### config.mk
export PLATFORM = sky130hd
export DESIGN_NAME = bdcu_core
export DESIGN_NICKNAME = d
export VERILOG_FILES = /design/src/logic/bdcu_pkg.sv /design/src/logic/bdcu_rst_pulse.sv /design/src/logic/bdcu_core.sv
export VERILOG_INCLUDE_DIRS = /design/src /design/src/logic
export SDC_FILE = /design/constraint.sdc
export NUM_CORES = 1
export LEC_CHECK = 0
export ABC_AREA = 0
export CAP_MARGIN = 5
export CORE_ASPECT_RATIO = 0.7
export CORE_UTILIZATION = 64
export CTS_BUF_LIST = sky130_fd_sc_hd__clkbuf_16
export CTS_CLUSTER_SIZE = 28
export DETAILED_ROUTE_END_ITERATION = 10
export DONT_BUFFER_PORTS = 1
export GPL_TIMING_DRIVEN = 0
export PLACE_DENSITY_LB_ADDON = 0.25
export SYNTH_ARGS = -nofsm -noshare
export SYNTH_HDL_FRONTEND = slang
export SYNTH_HIERARCHICAL = 1
export SYNTH_SLANG_ARGS = --single-unit
export TNS_END_PERCENT = 30
### constraint.sdc
create_clock -name i_sys_clk -period 2.6 [get_ports i_sys_clk]
set_input_delay 0.26 -clock i_sys_clk [delete_from_list [all_inputs] [get_ports i_sys_clk]]
set_output_delay 0.26 -clock i_sys_clk [all_outputs]
set_load 0.005 [all_outputs]
### src/logic/bdcu_params.svh
// Constants for the background debug command unit
// Assumes inclusion by bare name from logic/ and sim/ files
`ifndef BDCU_PARAMS_SVH
`define BDCU_PARAMS_SVH

// Command opcodes on the host command port
`define BDCU_OP_RDDAT 4'h0
`define BDCU_OP_RDADR 4'h1
`define BDCU_OP_WRDAT 4'h2
`define BDCU_OP_WRADR 4'h3
`define BDCU_OP_RDSYS 4'h4
`define BDCU_OP_WRSYS 4'h5
`define BDCU_OP_READ 4'h6
`define BDCU_OP_WRITE 4'h7
`define BDCU_OP_DUMP 4'h8
`define BDCU_OP_FILL 4'h9
`define BDCU_OP_GO 4'ha
`define BDCU_OP_CALL 4'hb
`define BDCU_OP_RST 4'hc
`define BDCU_OP_NOP 4'hd

// Operand size codes
`define BDCU_SZ_BYTE 2'h0
`define BDCU_SZ_WORD 2'h1
`define BDCU_SZ_LONG 2'h2

// Peripheral reset pulse length in clock cycles
`define BDCU_RST_CYCLES 10'h200
// Stack push decrement for a long-word program counter
`define BDCU_PC_BYTES 32'h00000004
// Reset value of the peripheral reset counter
`define BDCU_CNT_RESET 10'h000

`endif

### src/logic/bdcu_pkg.sv
// Types for the background debug command unit
// Assumes bdcu_params.svh supplies the numeric constants
package bdcu_pkg;

  // Command presented by the serial front end
  typedef struct packed {
    logic [3:0] op;     // Command opcode
    logic [1:0] size;   // Memory operand size
    logic [3:0] sel;    // Register or system register select
    logic [31:0] addr;  // Byte memory address
    logic [31:0] data;  // Operand supplied by the host
  } bdcu_cmd_t;

  // Core register file access request
  typedef struct packed {
    logic rd;           // Read strobe
    logic wr;           // Write strobe
    logic sys;          // Selects system control registers
    logic [4:0] sel;    // {addr_not_data, index} or system index
    logic [31:0] data;  // Write data
  } bdcu_reg_req_t;

  // Memory access request
  typedef struct packed {
    logic rd;           // Read strobe
    logic wr;           // Write strobe
    logic [2:0] space;  // Address space function code
    logic [1:0] size;   // Operand size
    logic [31:0] addr;  // Byte address
    logic [31:0] data;  // Write data
  } bdcu_mem_req_t;

  // Controller states
  typedef enum logic [2:0] {
    BDCU_IDLE,
    BDCU_REG_WAIT,
    BDCU_MEM_WAIT,
    BDCU_CALL_SP,
    BDCU_CALL_PUSH,
    BDCU_RESP
  } bdcu_state_t;

endpackage

### src/logic/bdcu_rst_pulse.sv
// Peripheral reset pulse generator
// Assumes a single system clock and a one-cycle start strobe
`timescale 1ns/1ps
`default_nettype none
`include "bdcu_params.svh"

module bdcu_rst_pulse #(
  parameter logic [9:0] CYCLES = `BDCU_RST_CYCLES  // Pulse length in clocks
) (
  input wire logic i_sys_clk,   // System clock
  input wire logic i_rst_b,     // Synchronous active-low reset
  input wire logic i_start,     // Start strobe
  output logic o_periph_rst_b,  // Peripheral reset, active low
  output logic o_busy           // Pulse in progress
);

  // Counter and output state
  typedef struct packed {
    logic [9:0] cnt;  // Cycles remaining
    logic rst_b;      // Registered reset line
  } bdcu_pulse_t;

  bdcu_pulse_t st;       // Current state
  bdcu_pulse_t next_st;  // Next state

  // Load on start, count down to zero, line low while nonzero
  always_comb begin
    next_st = st;
    if (i_start && st.cnt == `BDCU_CNT_RESET) begin
      next_st.cnt = CYCLES;
    end else if (st.cnt != `BDCU_CNT_RESET) begin
      next_st.cnt = st.cnt - 10'h001;
    end
    next_st.rst_b = (next_st.cnt == `BDCU_CNT_RESET);
  end

  // State register
  always_ff @(posedge i_sys_clk) begin
    if (!i_rst_b) begin
      st <= '{cnt: `BDCU_CNT_RESET, rst_b: 1'b1};
    end else begin
      st <= next_st;
    end
  end

  assign o_periph_rst_b = st.rst_b;
  assign o_busy = (st.cnt != `BDCU_CNT_RESET);

  // Counter for low time of the pulse
  logic [10:0] low_cnt;
  always_ff @(posedge i_sys_clk) begin
    if (!i_rst_b || st.rst_b) begin
      low_cnt <= 11'h000;
    end else begin
      low_cnt <= low_cnt + 11'h001;
    end
  end
endmodule
`default_nettype wire

### src/logic/bdcu_core.sv
// Background debug command unit: executes host debug commands
// Assumes a serial front end delivering whole commands and core/memory ports
`timescale 1ns/1ps
`default_nettype none
`include "bdcu_params.svh"

// Overview of operation
// - Read data/address register, return contents
// - Write host operand into data/address register
// - Return any supervisor-readable system register
// - Write host operand into system register
// - Memory read of requested size, return data
// - Reads use source_space_select address space
// - Memory write of requested size
// - Writes use dest_space_select address space
// - Dump returns next block operand
// - Fill stores next host operand
// - Resume: flush pipeline, run from PC
// - Patch call pushes PC at stack
// - Then start executing patch code
// - Peripheral reset low for 512 clocks
// - Core itself is never reset
// - Null command changes nothing
module bdcu_core #(
  parameter logic [9:0] RST_CYCLES = `BDCU_RST_CYCLES  // Peripheral reset length
) (
  input wire logic i_sys_clk,                   // System clock, 10 MHz
  input wire logic i_rst_b,                     // Synchronous active-low reset
  input wire logic i_halted,                    // Core halted in background mode
  input wire logic i_cmd_valid,                 // Command strobe from front end
  input wire bdcu_pkg::bdcu_cmd_t i_cmd,        // Command contents
  output logic o_cmd_ready,                     // Ready for a new command
  output logic o_resp_valid,                    // Response pulse
  output logic [31:0] o_resp_data,              // Response data
  output bdcu_pkg::bdcu_reg_req_t o_reg_req,    // Core register request
  input wire logic i_reg_ack,                   // Register access done
  input wire logic [31:0] i_reg_rdata,          // Register read data
  input wire logic [2:0] i_source_space_select, // Current source function code
  input wire logic [2:0] i_dest_space_select,   // Current destination function code
  output bdcu_pkg::bdcu_mem_req_t o_mem_req,    // Memory request
  input wire logic i_mem_ack,                   // Memory access done
  input wire logic [31:0] i_mem_rdata,          // Memory read data
  input wire logic [31:0] i_pc,                 // Current program counter
  output logic o_resume,                        // Pulse: flush pipe, resume at PC
  output logic o_call,                          // Pulse: begin patch code
  output logic o_periph_rst_b                   // Peripheral reset, active low
);

  // Whole controller state
  typedef struct packed {
    bdcu_pkg::bdcu_state_t fsm;   // Sequencer state
    logic [3:0] op;               // Command in progress
    logic [1:0] size;             // Operand size of block transfers
    logic [31:0] blk_addr;        // Next block address
    logic [31:0] stk;             // Stack pointer for patch call
    logic ready;                  // Registered ready
    logic resp_valid;             // Registered response strobe
    logic [31:0] resp_data;       // Registered response data
    bdcu_pkg::bdcu_reg_req_t reg_req;  // Registered register request
    bdcu_pkg::bdcu_mem_req_t mem_req;  // Registered memory request
    logic resume;                 // Registered resume pulse
    logic call;                   // Registered call pulse
    logic rst_go;                 // Start peripheral reset
  } bdcu_core_t;

  bdcu_core_t st;       // Current state
  bdcu_core_t next_st;  // Next state

  logic rst_busy;  // Peripheral reset in progress

  // Size in bytes for block address stepping
  function automatic logic [31:0] size_step(input logic [1:0] sz);
    logic [31:0] step;
    step = 32'h00000004;
    if (sz == `BDCU_SZ_BYTE) begin
      step = 32'h00000001;
    end else if (sz == `BDCU_SZ_WORD) begin
      step = 32'h00000002;
    end
    return step;
  endfunction

  logic take;  // Command accepted this cycle
  assign take = i_cmd_valid && st.ready && i_halted;

  // Sequencer
  always_comb begin
    next_st = st;
    next_st.resp_valid = 1'b0;
    next_st.resume = 1'b0;
    next_st.call = 1'b0;
    next_st.rst_go = 1'b0;
    next_st.reg_req.rd = 1'b0;
    next_st.reg_req.wr = 1'b0;
    next_st.mem_req.rd = 1'b0;
    next_st.mem_req.wr = 1'b0;
    unique case (st.fsm)
      // Idle: take one command
      bdcu_pkg::BDCU_IDLE: begin
        if (take) begin
          next_st.ready = 1'b0;  // One command at a time
          next_st.op = i_cmd.op;
          next_st.fsm = bdcu_pkg::BDCU_RESP;
          case (i_cmd.op)
            // Data or address register read
            `BDCU_OP_RDDAT, `BDCU_OP_RDADR: begin
              next_st.reg_req.rd = 1'b1;
              next_st.reg_req.sys = 1'b0;
              next_st.reg_req.sel = {i_cmd.op == `BDCU_OP_RDADR, i_cmd.sel};
              next_st.fsm = bdcu_pkg::BDCU_REG_WAIT;
            end
            // Data or address register write
            `BDCU_OP_WRDAT, `BDCU_OP_WRADR: begin
              next_st.reg_req.wr = 1'b1;
              next_st.reg_req.sys = 1'b0;
              next_st.reg_req.sel = {i_cmd.op == `BDCU_OP_WRADR, i_cmd.sel};
              next_st.reg_req.data = i_cmd.data;
              next_st.fsm = bdcu_pkg::BDCU_REG_WAIT;
            end
            // System register read
            `BDCU_OP_RDSYS: begin
              next_st.reg_req.rd = 1'b1;  // Any supervisor register
              next_st.reg_req.sys = 1'b1;
              next_st.reg_req.sel = {1'b0, i_cmd.sel};
              next_st.fsm = bdcu_pkg::BDCU_REG_WAIT;
            end
            // System register write
            `BDCU_OP_WRSYS: begin
              next_st.reg_req.wr = 1'b1;
              next_st.reg_req.sys = 1'b1;
              next_st.reg_req.sel = {1'b0, i_cmd.sel};
              next_st.reg_req.data = i_cmd.data;
              next_st.fsm = bdcu_pkg::BDCU_REG_WAIT;
            end
            // Memory read or next block read
            `BDCU_OP_READ, `BDCU_OP_DUMP: begin
              next_st.mem_req.rd = 1'b1;
              next_st.mem_req.space = i_source_space_select;
              // Dump continues from the address the last read, write, dump or fill left
              next_st.mem_req.addr = (i_cmd.op == `BDCU_OP_READ) ? i_cmd.addr : st.blk_addr;
              next_st.mem_req.size = (i_cmd.op == `BDCU_OP_READ) ? i_cmd.size : st.size;
              next_st.size = next_st.mem_req.size;
              next_st.fsm = bdcu_pkg::BDCU_MEM_WAIT;
            end
            // Memory write or next block write
            `BDCU_OP_WRITE, `BDCU_OP_FILL: begin
              next_st.mem_req.wr = 1'b1;
              next_st.mem_req.space = i_dest_space_select;
              // Fill continues from the address the last read, write, dump or fill left
              next_st.mem_req.addr = (i_cmd.op == `BDCU_OP_WRITE) ? i_cmd.addr : st.blk_addr;
              next_st.mem_req.size = (i_cmd.op == `BDCU_OP_WRITE) ? i_cmd.size : st.size;
              next_st.mem_req.data = i_cmd.data;
              next_st.size = next_st.mem_req.size;
              next_st.fsm = bdcu_pkg::BDCU_MEM_WAIT;
            end
            // Resume execution
            `BDCU_OP_GO: begin
              next_st.resume = 1'b1;  // Flush and refill, run from PC
            end
            // Patch call: stack pointer first
            `BDCU_OP_CALL: begin
              next_st.reg_req.rd = 1'b1;  // Fetch active stack pointer
              next_st.reg_req.sys = 1'b0;
              next_st.reg_req.sel = 5'h17;
              next_st.fsm = bdcu_pkg::BDCU_CALL_SP;
            end
            // Peripheral reset
            `BDCU_OP_RST: begin
              // Only the peripheral line pulses; core state untouched
              next_st.rst_go = !rst_busy;
            end
            default: begin
              // Null and unknown commands change nothing
            end
          endcase
        end
      end
      // Wait for the register file
      bdcu_pkg::BDCU_REG_WAIT: begin
        if (i_reg_ack) begin
          next_st.resp_data = i_reg_rdata;
          next_st.fsm = bdcu_pkg::BDCU_RESP;
        end
      end
      // Wait for memory, step block address
      bdcu_pkg::BDCU_MEM_WAIT: begin
        if (i_mem_ack) begin
          next_st.resp_data = i_mem_rdata;
          next_st.blk_addr = st.mem_req.addr + size_step(st.size);
          next_st.fsm = bdcu_pkg::BDCU_RESP;
        end
      end
      // Stack pointer in: push the PC
      bdcu_pkg::BDCU_CALL_SP: begin
        if (i_reg_ack) begin
          // Push PC below the current stack pointer
          next_st.stk = i_reg_rdata - `BDCU_PC_BYTES;
          next_st.mem_req.wr = 1'b1;
          next_st.mem_req.space = i_dest_space_select;
          next_st.mem_req.size = `BDCU_SZ_LONG;
          next_st.mem_req.addr = i_reg_rdata - `BDCU_PC_BYTES;
          next_st.mem_req.data = i_pc;
          next_st.fsm = bdcu_pkg::BDCU_CALL_PUSH;
        end
      end
      // Push done: start patch code
      bdcu_pkg::BDCU_CALL_PUSH: begin
        if (i_mem_ack) begin
          next_st.call = 1'b1;  // Begin patch code after stacking
          next_st.fsm = bdcu_pkg::BDCU_RESP;
        end
      end
      // Answer and become ready
      bdcu_pkg::BDCU_RESP: begin
        next_st.resp_valid = 1'b1;
        next_st.ready = 1'b1;
        next_st.fsm = bdcu_pkg::BDCU_IDLE;
      end
    endcase
  end

  // State register
  always_ff @(posedge i_sys_clk) begin
    if (!i_rst_b) begin
      st <= '0;
      st.fsm <= bdcu_pkg::BDCU_IDLE;
      st.ready <= 1'b1;
      st.size <= `BDCU_SZ_LONG;
    end else begin
      st <= next_st;
    end
  end

  // Peripheral reset pulse generator
  bdcu_rst_pulse #(
    .CYCLES(RST_CYCLES)
  ) u_rst_pulse (
    .i_sys_clk(i_sys_clk),
    .i_rst_b(i_rst_b),
    .i_start(st.rst_go),
    .o_periph_rst_b(o_periph_rst_b),
    .o_busy(rst_busy)
  );

  assign o_cmd_ready = st.ready;
  assign o_resp_valid = st.resp_valid;
  assign o_resp_data = st.resp_data;
  assign o_reg_req = st.reg_req;
  assign o_mem_req = st.mem_req;
  assign o_resume = st.resume;
  assign o_call = st.call;
endmodule
`default_nettype wire

**After elaboration in Yosys (flattened, before gate mapping)**

Index checks and enable logic that the tools add are counted.

- Register bits after elaboration: 200
- Input port bits: 182
- Output and inout port bits: 148
- Logic and storage cells: 124

- Add/subtract/negate cells: 3
- Equal/unequal tests: 25
- Muxes and demuxes: 35
- Reductions and logical operators: 38

Operators by type and width:

| operator | number |
|---|---|
| 32-bit two-way mux | 8 |
| 70-bit case mux with 2 select lines | 1 |
| 37-bit case mux with 2 select lines | 1 |
| 71-bit two-way mux | 1 |
| 70-bit two-way mux | 1 |
| 32-bit case mux with 2 select lines | 1 |
| 32-bit adder | 1 |
| 32-bit by 3-bit subtractor with 32-bit output, second input constant | 1 |
| 6-bit case mux with 4 select lines | 1 |
| 4-bit equality test, second input constant | 5 |
| 10-bit logical NOT | 2 |
| 10-bit two-way mux | 2 |
| 4-bit by 3-bit equality test with 1-bit output, second input constant | 4 |
| 4-bit AND reduction | 4 |
| 3-bit case mux with 5 select lines | 1 |
| 3-bit AND reduction | 5 |
| 3-bit two-way mux | 4 |
| 2-bit OR reduction | 6 |
| 10-bit nonzero test | 1 |
| 10-bit by 1-bit subtractor with 10-bit output, second input constant | 1 |
| 9-bit two-way mux | 1 |
| 3-bit case mux with 3 select lines | 1 |
| 4-bit by 2-bit equality test with 1-bit output, second input constant | 2 |
| 1-bit two-way mux | 8 |
| 22 further kinds | 38 |

**Depth between registers and ports, before layout**

- Depth after elaboration: 6
- Mapped depth: 8

**Modules after synthesis**

The synthesis kept the hierarchy.

By module, submodules not included:

| module | times used | cells an instance | area each (um^2) | seq. area each (um^2) |
|---|---|---|---|---|
| bdcu_core | 1 | 1195 | 9820.7 | 3703.6 |
| bdcu_rst_pulse | 1 | 80 | 694.4 | 220.2 |

**Worst setup path after synthesis**

OpenSTA, ideal clock, no wires.

- Path kind: input -> register
- From: in i_reg_rdata[2]
- To: reg st (netlist bit o_mem_req[48])
- Data arrival time: 2.166 ns
- Required time: 2.542 ns
- Slack: 0.376 ns
- Stages on the path: 8
- Buffers on the path: 1
- Cell sequence: inv_1 ha_1 or3b_2 clkbuf_1 or4_4 or3_1 a21oi_1 o21a_1

- Longest elaborated chain between the ends: 3

RTL lines:

| element | RTL line | RTL |
|---|---|---|
| from (decl) | bdcu_core.sv:37 | `input wire logic [31:0] i_reg_rdata,` |
| 32-bit by 3-bit subtractor with 32-bit output (no source line) | -- |  |
| 70-bit two-way mux | bdcu_core.sv:195 | `if (i_reg_ack) begin` |
| 70-bit case mux with 2 select lines | bdcu_core.sv:97 | `unique case (st.fsm)` |
| to (signal assigned) | bdcu_core.sv:230 | `st <= next_st;` |
| to (decl) | bdcu_core.sv:66 | `bdcu_core_t st;` |

No other way between the ends. The select of a mux whose other input is x is not followed.
A chain may end at the register's enable or synchronous reset.

**Final worst setup path**

- From: reg st[220] (netlist bit)
- To: reg st (netlist bit o_mem_req[51])

- Longest elaborated chain between the ends: 3
- Elaborated cells on any way between the ends: 8
- Classes of those cells: 4 x eq/ne; 1 x mux; 3 x reduce/logical

RTL lines:

| element | RTL line |
|---|---|
| 3-bit by 2-bit equality test with 1-bit output or 3-bit logical NOT (tied branches) | bdcu_core.sv:97 |
| 2-bit inequality test (no source line), or another cell as far along | -- |
| 4-bit AND reduction (no source line) | -- |

Parallel ways exist; a longest one is shown, timed or not.

==> qor.csv <==
metric,value,unit
tightest_slew,0.882,ns
arrival,2.94,ns
dp_hpwl,25200,µm
regToRegSetupSlack,0.009,ns
cap_violations,0,
finalCriticalPeriod,2.59,ns
nets,1551,
grt_max_degree,20,
final_cells,1595,
cp-start-kind,register,
irDropWorstVdd,0.737,mV
drt_first_pass_iters,7,
cts_setup_buffers,0,
clk_latency,0.45,ns
overflow,0,
fin_ws,0.00864,ns
fp.dieH,109,µm
hold_start,i_reg_rdata[30],
num_rows,38,
synth_warnings,6,
die_w,155,µm
dp_slack,-0.122,ns
syn_inst,1275,
hold_end,o_mem_req[62],
cts_tree,done,
fmax,0.386,GHz
power_leakage,4.41,nW
antenna_left,0,
synthXorXnorAreaFrac,0.0425,
hold_slack,-0.00529,ns
yosys_register_bits,196,
initial_core_util,0.666,
synthAdderAreaFrac,0.00904,
final_common_cell,dfxtp_1,
synth-main-ff-cell,dfxtp_1,
rr_startpoint,st[220],
crit_type,register to register,
clock_sinks,196,
core,15800,µm²
first_iter_violations,1287,
timing.final.hold_violations,1,
synthArstFlopShare,0,
cts.path.max_buffers,2,
dpl.cell_count,1495,
p_total,7.55,mW
hold_path_class,primary input to register,
worstPathRequired,2.95,ns
drive_gt1_frac,0.158,
ys_types,68,
synthSimpleGateAreaFrac,0.194,
end_kind,register,
synthMuxAreaShare,0.0381,
syn-num-nets,1464,
numCtsBuffers,17,
grt_pass1_vias,9342,
slew_headroom,0.410,
antenna_found_initial,0,
fin_worst_skew,0.0118,ns
status,finished with violations,
rsz0062_at_grt,true,
n_antenna_cell,0,
fin_crit_sh,0.997,
routed_via_density,6.40,
slew_viol_final,0,
synth_compound_area_frac,0.202,
finalWirelength,35200,µm
synthToLayoutAreaGrowth,14.8,%
ys_seq_area_frac,0.373,
h-tree-depth,4,
place.gp.congestion,0.981,
crit_path_max_fanout,10,
post-route-cell-area,12100,µm²
rr_worst_depth,6,
reg2reg_to,o_mem_req[51],
die_area,17000,µm²
power_density,625,nW/µm²
grt_pass1_wl,51300,µm
io_pins,330,
final_core_util,0.764,
setup_tns,0,ns
layout_common_cells,"dfxtp_1 (196), nand2_1 (148), buf_4 (143)",
routed-via-count,10213,
post-route-drc-count,0,
synth_top_family_by_area,compound AO/OA/AOI/OAI gates,
final-setup-viol-count,0,
portBuffers,0,
syn_area_per_cell,8.25,µm²
synth_edf_count,0,
clk_pin_slew_worst_paths,0.08,ns
place_area,10800,µm²
netlist_area,10500,µm²
clockRootBuffer,clkbuf_16,
wl_per_cell,22.1,µm
violations,negative hold slack,
holdPathStages,2,
grt_usage,0.399,
[how the worst max path moves through the flow]
stage / start / to
final: st[220] / o_mem_req[51]
after global routing: st[218] / o_mem_req[5]
after CTS: st[220] / o_mem_req[55]
after detailed placement: i_cmd[71] / o_mem_req[60]
after global placement: i_cmd[71] / o_mem_req[60]
after floorplan: i_reg_rdata[2] / o_mem_req[48]
[synth_stat cells, types with 13 or more instances]
cell type,n,area share
nor2_1,130,0.046
clkbuf_1,70,0.025
xnor2_1,22,0.018
xor2_1,29,0.024
a31oi_1,14,0.0083
nor3_1,19,0.0090
inv_1,15,0.0054
a211oi_1,48,0.034
o21ai_0,35,0.017
mux2i_1,40,0.038
nand3_1,26,0.012
a311oi_1,31,0.026
buf_4,143,0.10
or3_1,13,0.0077
nand4_1,14,0.0083
nand2_1,148,0.053
a22o_1,32,0.027
dfxtp_1,196,0.37
a21oi_1,79,0.038
nor4_1,16,0.0095
[critical path: stages (launching register included)]
cell and delay (ns):
dfxtp_1 0.33, buf_1 0.34, clkinv_1 0.32, nand4_1 0.43, clkbuf_1 0.63, a21oi_1 0.21, o21a_1 0.22
[layout make-up]
class,instances,area [µm²]
Buffer,229,1440
Clock buffer,17,425
Clock inverter,15,134
Fill cell,1215,3720
Inverter,16,60.1
Multi-Input combinational cell,834,5130
Sequential cell,196,3920
Tap cell,220,275
Timing Repair Buffer,68,681
[logic make-up after synthesis]
group                    Yosys count
AO/OA/AOI/OAI                    307
XOR/XNOR                          51
adder cells (fa/ha/maj)            7
buffers and inverters            245
flip-flops                       196
multiplexers                      40
AND/OR/NAND/NOR                  429
[report_power, final]
part	leakage, nW	internal (mW)	switching, mW
sequential	1.59	3.17	0.184
combinational	2.55	0.688	0.925
clock	0.276	1.27	1.31
[timing repair]
action                                  CTS  global route
endpoints found under the setup margin   52            88
hold endpoints to repair                 68             0
hold buffers                             68             0
resized for setup                         4            22
gates cloned                              0             0
[state kept, by name, summed over array words and instances (netlist names)]
signal                      cells
o_mem_req                      71
o_reg_req                      40
st                             38
o_resp_data                    32
u_rst_pulse/st                 10
o_call                          1
o_cmd_ready                     1
o_resp_valid                    1
o_resume                        1
u_rst_pulse/o_periph_rst_b      1
[per-layer routing]
metal	vias to the layer above	wire length [µm]	GRT usage	part of all wire
met3	100	4740	0.137	0.13
met2	720	15400	0.610	0.44
met1	4812	13900	0.519	0.40
li1	4581	-	-	-
met5	-	0	0	0
met4	0	1190	0.157	0.034
No activity file was read; power rests on OpenSTA's default activity.
